--- config.mk ---
export PLATFORM = sky130hd
export DESIGN_NAME = sram_protocol_gpio_slave
export DESIGN_NICKNAME = d
export VERILOG_FILES = /design/src/rtl/gpio_pkg.sv /design/src/rtl/sram_protocol_gpio_slave.sv
export SDC_FILE = /design/constraint.sdc
export NUM_CORES = 1
export LEC_CHECK = 0
export BUFFER_PORTS_ARGS = -buffer_cell sky130_fd_sc_hd__buf_2
export CAP_MARGIN = 20
export CORE_ASPECT_RATIO = 0.5
export CORE_MARGIN = 3
export CORE_UTILIZATION = 50
export CTS_BUF_LIST = sky130_fd_sc_hd__clkbuf_8
export DETAILED_ROUTE_END_ITERATION = 12
export PLACE_DENSITY = 0.73
export REMOVE_ABC_BUFFERS = 1
export SLEW_MARGIN = 25
export SYNTH_ARGS = -nofsm -noshare
export SYNTH_HDL_FRONTEND = slang
export SYNTH_SLANG_ARGS = --single-unit
--- constraint.sdc ---
create_clock -name clk -period 1.7 [get_ports clk]
set_clock_uncertainty 0.15 [all_clocks]
set_input_delay 0.085 -clock clk [delete_from_list [all_inputs] [get_ports clk]]
set_output_delay 0.085 -clock clk [all_outputs]
set_load 0.02 [all_outputs]
--- src/rtl/gpio_pkg.sv ---
// constants for the request/acknowledge gpio peripheral
// assumes a 32-bit adapter back end with four byte lanes
package gpio_pkg;
    localparam int          DATA_W       = 32;
    localparam int          ADDR_W       = 32;
    localparam int          LANES        = 4;
    localparam int          LANE_W       = 8;
    // word offsets from the base address
    localparam logic [ADDR_W-1:0] PIN_DATA_OFF = 32'h0000_0000;
    localparam logic [ADDR_W-1:0] PIN_DIR_OFF  = 32'h0000_0004;
    localparam logic [ADDR_W-1:0] ADDR_MASK    = 32'hFFFF_FFFC;
    localparam logic [DATA_W-1:0] DIR_RESET    = 32'h0000_0000;
    localparam logic [DATA_W-1:0] OUT_RESET    = 32'h0000_0000;
    localparam logic [DATA_W-1:0] READ_IDLE    = 32'h0000_0000;
endpackage

--- src/rtl/sram_protocol_gpio_slave.sv ---
// 32-pin gpio behind a single-beat request/acknowledge back end
// assumes the adapter supplies clk, reset_n and one-cycle requests
// What this block does
// all back-end signals sampled and driven on rising clk edges.
// adapter forwards bus clock; block uses it directly.
// adapter presents write fields then pulses write request one cycle.
// write acknowledge is a single-cycle high pulse.
// adapter holds chip enable across request through acknowledge.
// adapter issues no new access before acknowledge.
// adapter splits bursts into independent single transfers.
// adapter presents read fields then pulses read request one cycle.
// read acknowledge is a single-cycle high pulse.
// retry replaces acknowledge; raised for accesses outside the map.
// error only alongside an acknowledge; every location writable, so never raised.
// timeout suppress held while an access is pending.
// adapter reset is the block reset.
// direction, output and input registers, each 32 bits.
// acknowledge one cycle after request in the basic form.
// read and write latency set independently by delay lines.
// enabled pins driven from output register, others released.
// input register returns live pin levels regardless of direction.
// byte lane updates only with chip enable, write request, lane enable.
// two locations: pin data and direction control.
// base address parameter; decode relative to it.
// reset clears direction and output registers, pins released.
// read data valid with read acknowledge, zero otherwise.
`timescale 1ns/1ps
`default_nettype none
module sram_protocol_gpio_slave
    import gpio_pkg::*;
#(
    parameter logic [ADDR_W-1:0] BASE_ADDR = 32'h0000_0000,
    parameter int                RD_DELAY  = 1,
    parameter int                WR_DELAY  = 1,
    parameter int                PINS      = DATA_W
)
(
    // clock and reset
    input  wire logic                clk,
    input  wire logic                reset_n,
    // adapter back end
    input  wire logic [ADDR_W-1:0]   adapter_address,
    input  wire logic [LANES-1:0]    adapter_byte_enables,
    input  wire logic [DATA_W-1:0]   adapter_write_data,
    input  wire logic                write_request_pulse,
    input  wire logic                read_request_pulse,
    input  wire logic                transaction_chip_enable,
    output logic                     write_acknowledge_pulse,
    output logic                     read_acknowledge_pulse,
    output logic [DATA_W-1:0]        read_data,
    output logic                     peripheral_retry,
    output logic                     peripheral_error,
    output logic                     timeout_suppress,
    // pins
    input  wire logic [PINS-1:0]     pin_in,
    output logic [PINS-1:0]          pin_out,
    output logic [PINS-1:0]          pin_oe
);
    // three 32-bit registers
    logic [DATA_W-1:0] dir_q;
    logic [DATA_W-1:0] out_q;
    wire  [DATA_W-1:0] dir_d;
    wire  [DATA_W-1:0] out_d;
    logic [PINS-1:0]   pin_meta_q;
    logic [PINS-1:0]   pin_sync_q;
    logic [RD_DELAY-1:0] rd_line_q;
    logic [WR_DELAY-1:0] wr_line_q;
    logic [ADDR_W-1:0] addr_q;
    logic              pend_q;
    logic [DATA_W-1:0] rdata_q;
    // tap one stage early so the data lands with the acknowledge
    localparam int     RD_PRE = (RD_DELAY > 1) ? RD_DELAY - 2 : 0;

    // decode relative to base
    wire [ADDR_W-1:0] rel_addr  = (adapter_address - BASE_ADDR) & ADDR_MASK;
    wire [ADDR_W-1:0] rel_held  = (addr_q - BASE_ADDR) & ADDR_MASK;
    // two locations
    wire              sel_data  = (rel_addr == PIN_DATA_OFF);
    wire              sel_dir   = (rel_addr == PIN_DIR_OFF);
    wire              held_data = (rel_held == PIN_DATA_OFF);
    wire              held_dir  = (rel_held == PIN_DIR_OFF);
    wire              held_hit  = held_data | held_dir;
    wire              wr_go     = transaction_chip_enable & write_request_pulse;
    wire              rd_go     = transaction_chip_enable & read_request_pulse;
    wire              rd_done   = rd_line_q[RD_DELAY-1];
    wire              wr_done   = wr_line_q[WR_DELAY-1];
    wire [PINS-1:0]   pin_level = pin_sync_q;
    wire [DATA_W-1:0] pin_word  = DATA_W'(pin_level);
    wire [DATA_W-1:0] rd_mux    = held_data ? pin_word : (held_dir ? dir_q : READ_IDLE);
    wire [DATA_W-1:0] rd_now    = sel_data ? pin_word : (sel_dir ? dir_q : READ_IDLE);
    // data stands only in the acknowledge cycle
    wire              rd_next   = (RD_DELAY == 1) ? rd_go : rd_line_q[RD_PRE];
    wire [DATA_W-1:0] rdata_d   = rd_next ? ((RD_DELAY == 1) ? rd_now : rd_mux) : READ_IDLE;

    // per-lane write strobes
    genvar g;
    generate
        for (g = 0; g < LANES; g++)
        begin : g_lane
            wire lane_we = wr_go & adapter_byte_enables[g];
            assign dir_d[g*LANE_W +: LANE_W] = (lane_we && sel_dir) ?
                adapter_write_data[g*LANE_W +: LANE_W] : dir_q[g*LANE_W +: LANE_W];
            assign out_d[g*LANE_W +: LANE_W] = (lane_we && sel_data) ?
                adapter_write_data[g*LANE_W +: LANE_W] : out_q[g*LANE_W +: LANE_W];
        end
    endgenerate

    // R22: rising-edge registers; pins released at reset
    always_ff @(posedge clk or negedge reset_n)
    begin
        if (!reset_n)
        begin
            dir_q <= DIR_RESET;
            out_q <= OUT_RESET;
        end
        else
        begin
            dir_q <= dir_d;
            out_q <= out_d;
        end
    end

    // pins pass two flops, then read live
    // reads lag the pads by two clocks, the price of a metastability-safe input
    always_ff @(posedge clk or negedge reset_n)
    begin
        if (!reset_n)
        begin
            pin_meta_q <= '0;
            pin_sync_q <= '0;
        end
        else
        begin
            pin_meta_q <= pin_in;
            pin_sync_q <= pin_meta_q;
        end
    end

    // independent delay lines, depth 1 gives the basic form
    always_ff @(posedge clk or negedge reset_n)
    begin
        if (!reset_n)
        begin
            rd_line_q <= '0;
            wr_line_q <= '0;
            addr_q    <= '0;
            pend_q    <= 1'b0;
            rdata_q   <= READ_IDLE;
        end
        else
        begin
            // shift request into acknowledge
            rd_line_q <= RD_DELAY'({rd_line_q, rd_go});
            wr_line_q <= WR_DELAY'({wr_line_q, wr_go});
            if (rd_go || wr_go)
                addr_q <= adapter_address;
            // pending from request until answer
            if (rd_go || wr_go)
                pend_q <= 1'b1;
            else if (rd_done || wr_done)
                pend_q <= 1'b0;
            // data only alongside read acknowledge
            rdata_q   <= rdata_d;
        end
    end

    // R9: R10: acknowledge unless unmapped, then retry instead
    assign read_acknowledge_pulse  = rd_done & held_hit;
    assign write_acknowledge_pulse = wr_done & held_hit;
    assign peripheral_retry        = (rd_done | wr_done) & ~held_hit;
    // no read-only location exists, so no access ends in error
    assign peripheral_error        = 1'b0;
    assign timeout_suppress        = pend_q & ~(rd_done | wr_done);
    assign read_data               = rdata_q;
    // drive enabled pins only
    assign pin_oe  = dir_q[PINS-1:0];
    assign pin_out = out_q[PINS-1:0];

    // R9: single-cycle acknowledges
    a_wr_ack_single: assert property (@(posedge clk) disable iff (!reset_n)
        write_acknowledge_pulse |=> !write_acknowledge_pulse)
        else $error("write acknowledge longer than one cycle");
    a_rd_ack_single: assert property (@(posedge clk) disable iff (!reset_n)
        read_acknowledge_pulse |=> !read_acknowledge_pulse)
        else $error("read acknowledge longer than one cycle");
    a_rd_latency: assert property (@(posedge clk) disable iff (!reset_n)
        rd_go && (sel_data || sel_dir) && RD_DELAY == 1 |=> read_acknowledge_pulse)
        else $error("read acknowledge not one cycle after request");
    a_wr_latency: assert property (@(posedge clk) disable iff (!reset_n)
        $past(wr_go, WR_DELAY) |-> write_acknowledge_pulse || peripheral_retry)
        else $error("write answer not at the write delay");
    a_rd_delay: assert property (@(posedge clk) disable iff (!reset_n)
        $past(rd_go, RD_DELAY) |-> read_acknowledge_pulse || peripheral_retry)
        else $error("read answer not at the read delay");
    a_suppress_slow: assert property (@(posedge clk) disable iff (!reset_n)
        (wr_go && WR_DELAY > 1) || (rd_go && RD_DELAY > 1) |=> timeout_suppress)
        else $error("timeout not suppressed on a slow access");
    a_retry_excl: assert property (@(posedge clk) disable iff (!reset_n)
        peripheral_retry |-> !read_acknowledge_pulse && !write_acknowledge_pulse)
        else $error("retry together with acknowledge");
    a_data_idle: assert property (@(posedge clk) disable iff (!reset_n)
        !read_acknowledge_pulse |-> read_data == READ_IDLE)
        else $error("read data not zero outside acknowledge");
    a_dir_write: assert property (@(posedge clk) disable iff (!reset_n)
        wr_go && sel_dir && adapter_byte_enables[0] |=>
        dir_q[LANE_W-1:0] == $past(adapter_write_data[LANE_W-1:0]))
        else $error("direction lane 0 not written");
    a_hold_nowrite: assert property (@(posedge clk) disable iff (!reset_n)
        !wr_go |=> $stable(out_q) && $stable(dir_q))
        else $error("register changed without write");
    a_pins_released: assert property (@(posedge clk) disable iff (!reset_n)
        $rose(reset_n) |-> pin_oe == DIR_RESET[PINS-1:0])
        else $error("pins driven right after reset");
    a_out_write: assert property (@(posedge clk) disable iff (!reset_n)
        wr_go && sel_data && adapter_byte_enables[0] |=>
        out_q[LANE_W-1:0] == $past(adapter_write_data[LANE_W-1:0]))
        else $error("output lane 0 not written");
    a_lane_masked: assert property (@(posedge clk) disable iff (!reset_n)
        wr_go && sel_data && !adapter_byte_enables[1] |=> $stable(out_q[LANE_W +: LANE_W]))
        else $error("disabled output lane changed");
    a_unmapped_nowrite: assert property (@(posedge clk) disable iff (!reset_n)
        wr_go && !sel_data && !sel_dir |=> $stable(out_q) && $stable(dir_q))
        else $error("unmapped write changed a register");
endmodule
`default_nettype wire

### Word-level counts from Yosys, hierarchy flattened

Index checks and enable logic that the tools add are counted.

* reduce and logical (&&, ||, !) cells: 13
* bitwise logic cells: 14
* mux-type cells: 5
* equal/unequal tests: 2

Operator list (number)
* $mux 32: 3
* $logic_not 32->1: 2
* $eq 30x1->1 const B: 2
* $and 1x1->1: 10
* $logic_and 1x1->1: 8
* $logic_or 1x1->1: 2
* $mux 1: 2
* $not 1->1: 2
* $or 1x1->1: 2
* $reduce_bool 2->1: 1

* output and inout port bits: 101
* register bits after elaboration: 195
* input port bits: 105
* word-level logic and storage cells: 49

### Longest topological paths before layout

* word-level depth: 4
* mapped depth: 6
* mapped depth without buffers: 4

### Least setup slack after synthesis

OpenSTA, ideal clock, no wires.

* kind: in2reg
* start: in adapter_address[4]
* end: reg out_q[0] (netlist: pin_out[0])
* data arrival time: 1700 ps
* path buffers: 0
* library setup time: 125 ps
* stages on the path: 4
* data required time: 1425 ps
* slack: -276 ps
* path through: nor3_1 -> nand4_4 -> nor4_4 -> mux2_4

* longest elaborated chain between the ends: 2

RTL lines
* start: declaration: line sram_protocol_gpio_slave.sv:42 `input wire logic [ADDR_W-1:0] adapter_address,`
* $logic_not 32->1: line sram_protocol_gpio_slave.sv:78 `wire sel_data = (rel_addr == PIN_DATA_OFF);`
* $logic_and 1x1->1: line sram_protocol_gpio_slave.sv:103 `assign out_d[g*LANE_W +: LANE_W] = (lane_we && sel_data) ?`
* end signal: assignment: line sram_protocol_gpio_slave.sv:119 `out_q <= out_d;`
* end: declaration: line sram_protocol_gpio_slave.sv:61 `logic [DATA_W-1:0] out_q;`

Every way passes these cells.
A chain may end at the register's enable or synchronous reset.

### Worst setup path after layout

* start: reg addr_q[21]
* end: out write_acknowledge_pulse

* longest elaborated chain between the ends: 3
* elaborated cells between the ends (all ways): 4
* classes of those cells: 1 x eq/ne; 2 x bitwise; 1 x reduce/logical

RTL lines
* start: declaration: line sram_protocol_gpio_slave.sv:68 `logic [ADDR_W-1:0] addr_q;`
* start signal: assignment: line sram_protocol_gpio_slave.sv:156 `addr_q <= adapter_address;`
* $eq 30x1->1 or $logic_not 32->1 (tied branches): line sram_protocol_gpio_slave.sv:81, sram_protocol_gpio_slave.sv:80
* $or 1x1->1 *: line sram_protocol_gpio_slave.sv:82 `wire held_hit = held_data | held_dir;`
* $and 1x1->1 *: line sram_protocol_gpio_slave.sv:169 `assign write_acknowledge_pulse = wr_done & held_hit;`
* end: declaration: line sram_protocol_gpio_slave.sv:48 `output logic write_acknowledge_pulse,`

Mark *: on every way between the ends. The rest lies on a longest branch, timed or not.

==> results <==
- The critical path buffer and inverter count is 1.
- The number of synthesized register bits is 192.
- The horizontal extent of the die is 174.4 µm.
- The largest stage delay on the critical path is 0.40 ns.
- The checks that failed: setup timing.
- In the global route stage, overall resource usage came out at 0.2314.
- In this run the core area contains 30 standard-cell rows.
- The number of different library cells in the post-synthesis netlist is 21.
- The first global-routing pass estimated 28460 µm of wire.
- STA puts the critical path data required time at 1.46 ns.
- The final cell utilization of the core is 0.7446.
- The area of the core is 0.01370 mm².
- The critical path goes through nor4_2 > nand4_1 > nor2_2 > and2_1 > buf_6.
- The launching element of the worst setup path is addr_q[21].
- The initial antenna violation count came to 0.
- The share of Yosys cell area claimed by the top area cell type is 0.6775.
- After legalization and detailed placement, the total HPWL measured 10890 µm.
- Setup repair after global routing could not meet its margin everywhere.
- The worst flop-to-flop path startpoint is addr_q[21].
- The maximum number of pins on one net before global-route repair is 48.
- The final count of pins violating max slew is 0.
- Among all flip-flop cells after synthesis, the most frequent one is sky130_fd_sc_hd__dfrtp_1.
- The final layout contains 860 nets.
- For this run, the number of Yosys warnings is 0.
- The floorplan step defined a die boundary enclosing 0.01574 mm².
- The number of flops mapped to enable cells by yosys is 0.
- In the post-synthesis netlist, the biggest area contributors are sky130_fd_sc_hd__dfrtp_1 (68%), sky130_fd_sc_hd__mux2_4 (14%), sky130_fd_sc_hd__mux2_2 (4.6%), sky130_fd_sc_hd__mux2i_1 (4.5%), sky130_fd_sc_hd__nor4_4 (4.2%).
- For this run the aggregate overflow at the end of global routing stands at 0.
- After the first detailed-routing iteration, the DRC count stood at 277.
- By count the netlist is led by sky130_fd_sc_hd__dfrtp_1 (192), sky130_fd_sc_hd__mux2_4 (64), sky130_fd_sc_hd__nor2_1 (38), sky130_fd_sc_hd__mux2i_1 (32), sky130_fd_sc_hd__mux2_2 (29).
- At the placement stage, the worst setup path has a slack of -0.2730 ns.
- The largest fanout on the critical path is 3.
- The later pin in the worst-skew pair is clocked with a latency of 0.43 ns.
- The remaining antenna violation count is 0.
- The routability-driven placement congestion ratio is 0.8230.
- The master of the slowest instance on the critical path is sky130_fd_sc_hd__dfrtp_1.
- The cell type contributing the most total cell area after synthesis is sky130_fd_sc_hd__dfrtp_1.
- For this run, design rule violations remaining after detail routing come to 0.
- The most common cell in the synthesized netlist is sky130_fd_sc_hd__dfrtp_1.
- The final layout contains routed wiring with a total length of 17390 µm.
- By startpoint and endpoint, the worst setup path is classified as reg2out.
- The worst setup path is captured at a primary output.
- The post-synthesis cell area is 0.007092 mm².
- The worst-case headroom to the max-slew limit is 0.6614.
- The area added between synthesis and finish is 43.84%.
- STA classifies the critical path startpoint as a flop.
- In the routed layout, each cell is associated on average with a via count of 4.820.
- Data arrives at the worst endpoint at 1.80 ns.
- The vias after detailed routing is 4627.
- The leakage power summed over all cells is 5.173 nW.
- In this run the clock root is driven by a sky130_fd_sc_hd__clkbuf_8.
- For the pin with the worst max-slew slack, the measured transition is 0.5079 ns.
- For this run, asynchronously set or reset flops after synthesis account for 1.000.
- Synthesis handed over a netlist of 409 instances.
- For this run, the register share of the synthesized area comes to 0.6775.
- The average wire length per cell after detail routing is 18.12 µm.
- The number of hold-slack violations in the final timing report is 0.
- The design draws 8.439 mW.
- Buffers placed on the I/O ports in this run total 202.
- The run finished, with violations left.
- In the finished design, the share of the clock period the worst path needs comes to 1.195.
- For flop-to-flop paths, the worst setup slack is 0.66 ns.
- The number of optimization iterations in the first detailed-route pass is 6.
- The layout cell share with drive strength beyond 1 is 0.5117.
- The final setup slack of the worst path is -0.3311 ns.
- The worst hold slack after final layout is 0.06822 ns.
- The tool flagged a number of max-cap violations equal to 0.
- The total power per unit cell area is 827.3 mW/mm².
- The startpoint identified for the worst hold timing path is adapter_address[2].
- For this configuration, the core starts out at a cell density of 0.5176.
- The worst-case IR drop observed on VDD is 0.4641 mV.
- The worst min-delay path category is in2reg.
- The number of CTS-inserted buffers is 17.
- After clock tree synthesis, the clock-pin slew on the worst setup and hold paths is 0.10 ns.
- The die boundary height is 90.22 µm.
- The CTS H-tree depth is 4.
- The maximum clock frequency is 492.4 MHz.
- The routed design could run at a clock period as short as 2.031 ns.
- Pin placement for this block handled 206 I/O pins.
- The number of setup violations in the final report is 3.
- The synthesized area per cell is 17.34 µm².
- The number of global-route vias before repair was 5260.
- The antenna diode count is 0.
- No sink is reached through more buffers than the 2 on the longest clock path.
- The clock sink count is 192.
- The TritonCTS clock tree is done.
- The cell family contributing the most delay on the critical path is simple AND/OR/NAND/NOR gates.
flip-flops by register name, indices dropped and copies added (netlist names):
name	count
read_data	32
pin_out	32
rd_done	1
pin_oe	32
pin_level	32
pin_meta_q	32
wr_done	1
pend_q	1
addr_q	29
power breakdown:
group          total [mW]  internal [mW]  switching (mW)
Combinational       0.776          0.438           0.338
Clock                2.84           1.16            1.69
Sequential           4.82           4.74          0.0810
routing by layer:
metal,part of all wire,track usage,vias to the layer above
met5,0,0,-
met1,0.42,0.2920,2353
met4,0.023,0.07420,0
li1,-,-,2119
met2,0.53,0.4108,123
met3,0.035,0.03840,32
worst min-delay path, stage by stage:
cell	delay [ns]
sky130_fd_sc_hd__buf_2	0.17
sky130_fd_sc_hd__buf_12	0.17
sky130_fd_sc_hd__mux2i_1	0.14
sky130_fd_sc_hd__nor2_1	0.05
metrics by stage:
stage | instances | setup TNS [ns] | cell area [µm²]
after detailed placement | 828 | -22.09 | 8773
after floorplan | 396 | -39.37 | 7038
after global routing | 960 | -1.237 | 10200
final | 960 | -0.9068 | 10200
after global placement | 828 | -21.37 | 8773
after CTS | 959 | -4.456 | 10190
final timing paths:
| check | to | cells after the start |
|---|---|---|
| hold reg to reg | pin_level[12] | 0 |
| setup reg to reg | addr_q[21] | 2 |
| setup / recovery | write_acknowledge_pulse | 5 |
| min in group asynchronous | read_data[8] | 3 |
| hold / removal | read_data[2] | 4 |
| max in group asynchronous | pin_meta_q[20] | 4 |
kinds of logic (layout without fill, tap and decap cells):
group / count (synthesis) / in the layout / share of synthesized area
buffers and inverters: 14 / 373 / 0.008115
DFF: 192 / 192 / 0.6775
muxes: 125 / 125 / 0.2267
other: 1 / 1 / 0.0005288
and+or+nand+nor: 77 / 77 / 0.08716
what timing repair did:
action / 4_1_cts / 5_1_grt
endpoints found under the setup margin: 3 / 67
pin swaps: 2 / 4
resized for setup: 11 / 2
hold buffers: 99 / 0
hold endpoints to repair: 320 / 0
setup buffers: 0 / 2
cells in the final DEF, fill, tap and decap left out, types with 3 or more instances in the layout:
cell and count:
sky130_fd_sc_hd__clkinv_4 5, sky130_fd_sc_hd__nor4_2 5, sky130_fd_sc_hd__inv_6 3, sky130_fd_sc_hd__buf_4 26, sky130_fd_sc_hd__dfrtp_1 192, sky130_fd_sc_hd__inv_8 4, sky130_fd_sc_hd__buf_2 198, sky130_fd_sc_hd__nand2_2 3
sky130_fd_sc_hd__clkbuf_8 20, sky130_fd_sc_hd__buf_12 15, sky130_fd_sc_hd__and2_1 4, sky130_fd_sc_hd__nor2_1 36, sky130_fd_sc_hd__nor4_4 14, sky130_fd_sc_hd__mux2i_1 32, sky130_fd_sc_hd__dlygate4sd3_1 98, sky130_fd_sc_hd__mux2_4 64
sky130_fd_sc_hd__mux2_2 29
final cells by class:
cell class / instances / area [µm²]
flip-flops and latches: 192 / 4805
fillers: 843 / 3500
clock buffers: 19 / 261.5
repair buffers: 340 / 2504
multi-input cells: 203 / 2268
inverters: 1 / 3.754
clock inverters: 13 / 118.9
well taps: 192 / 240.2
(Power assumes the default switching activity.)
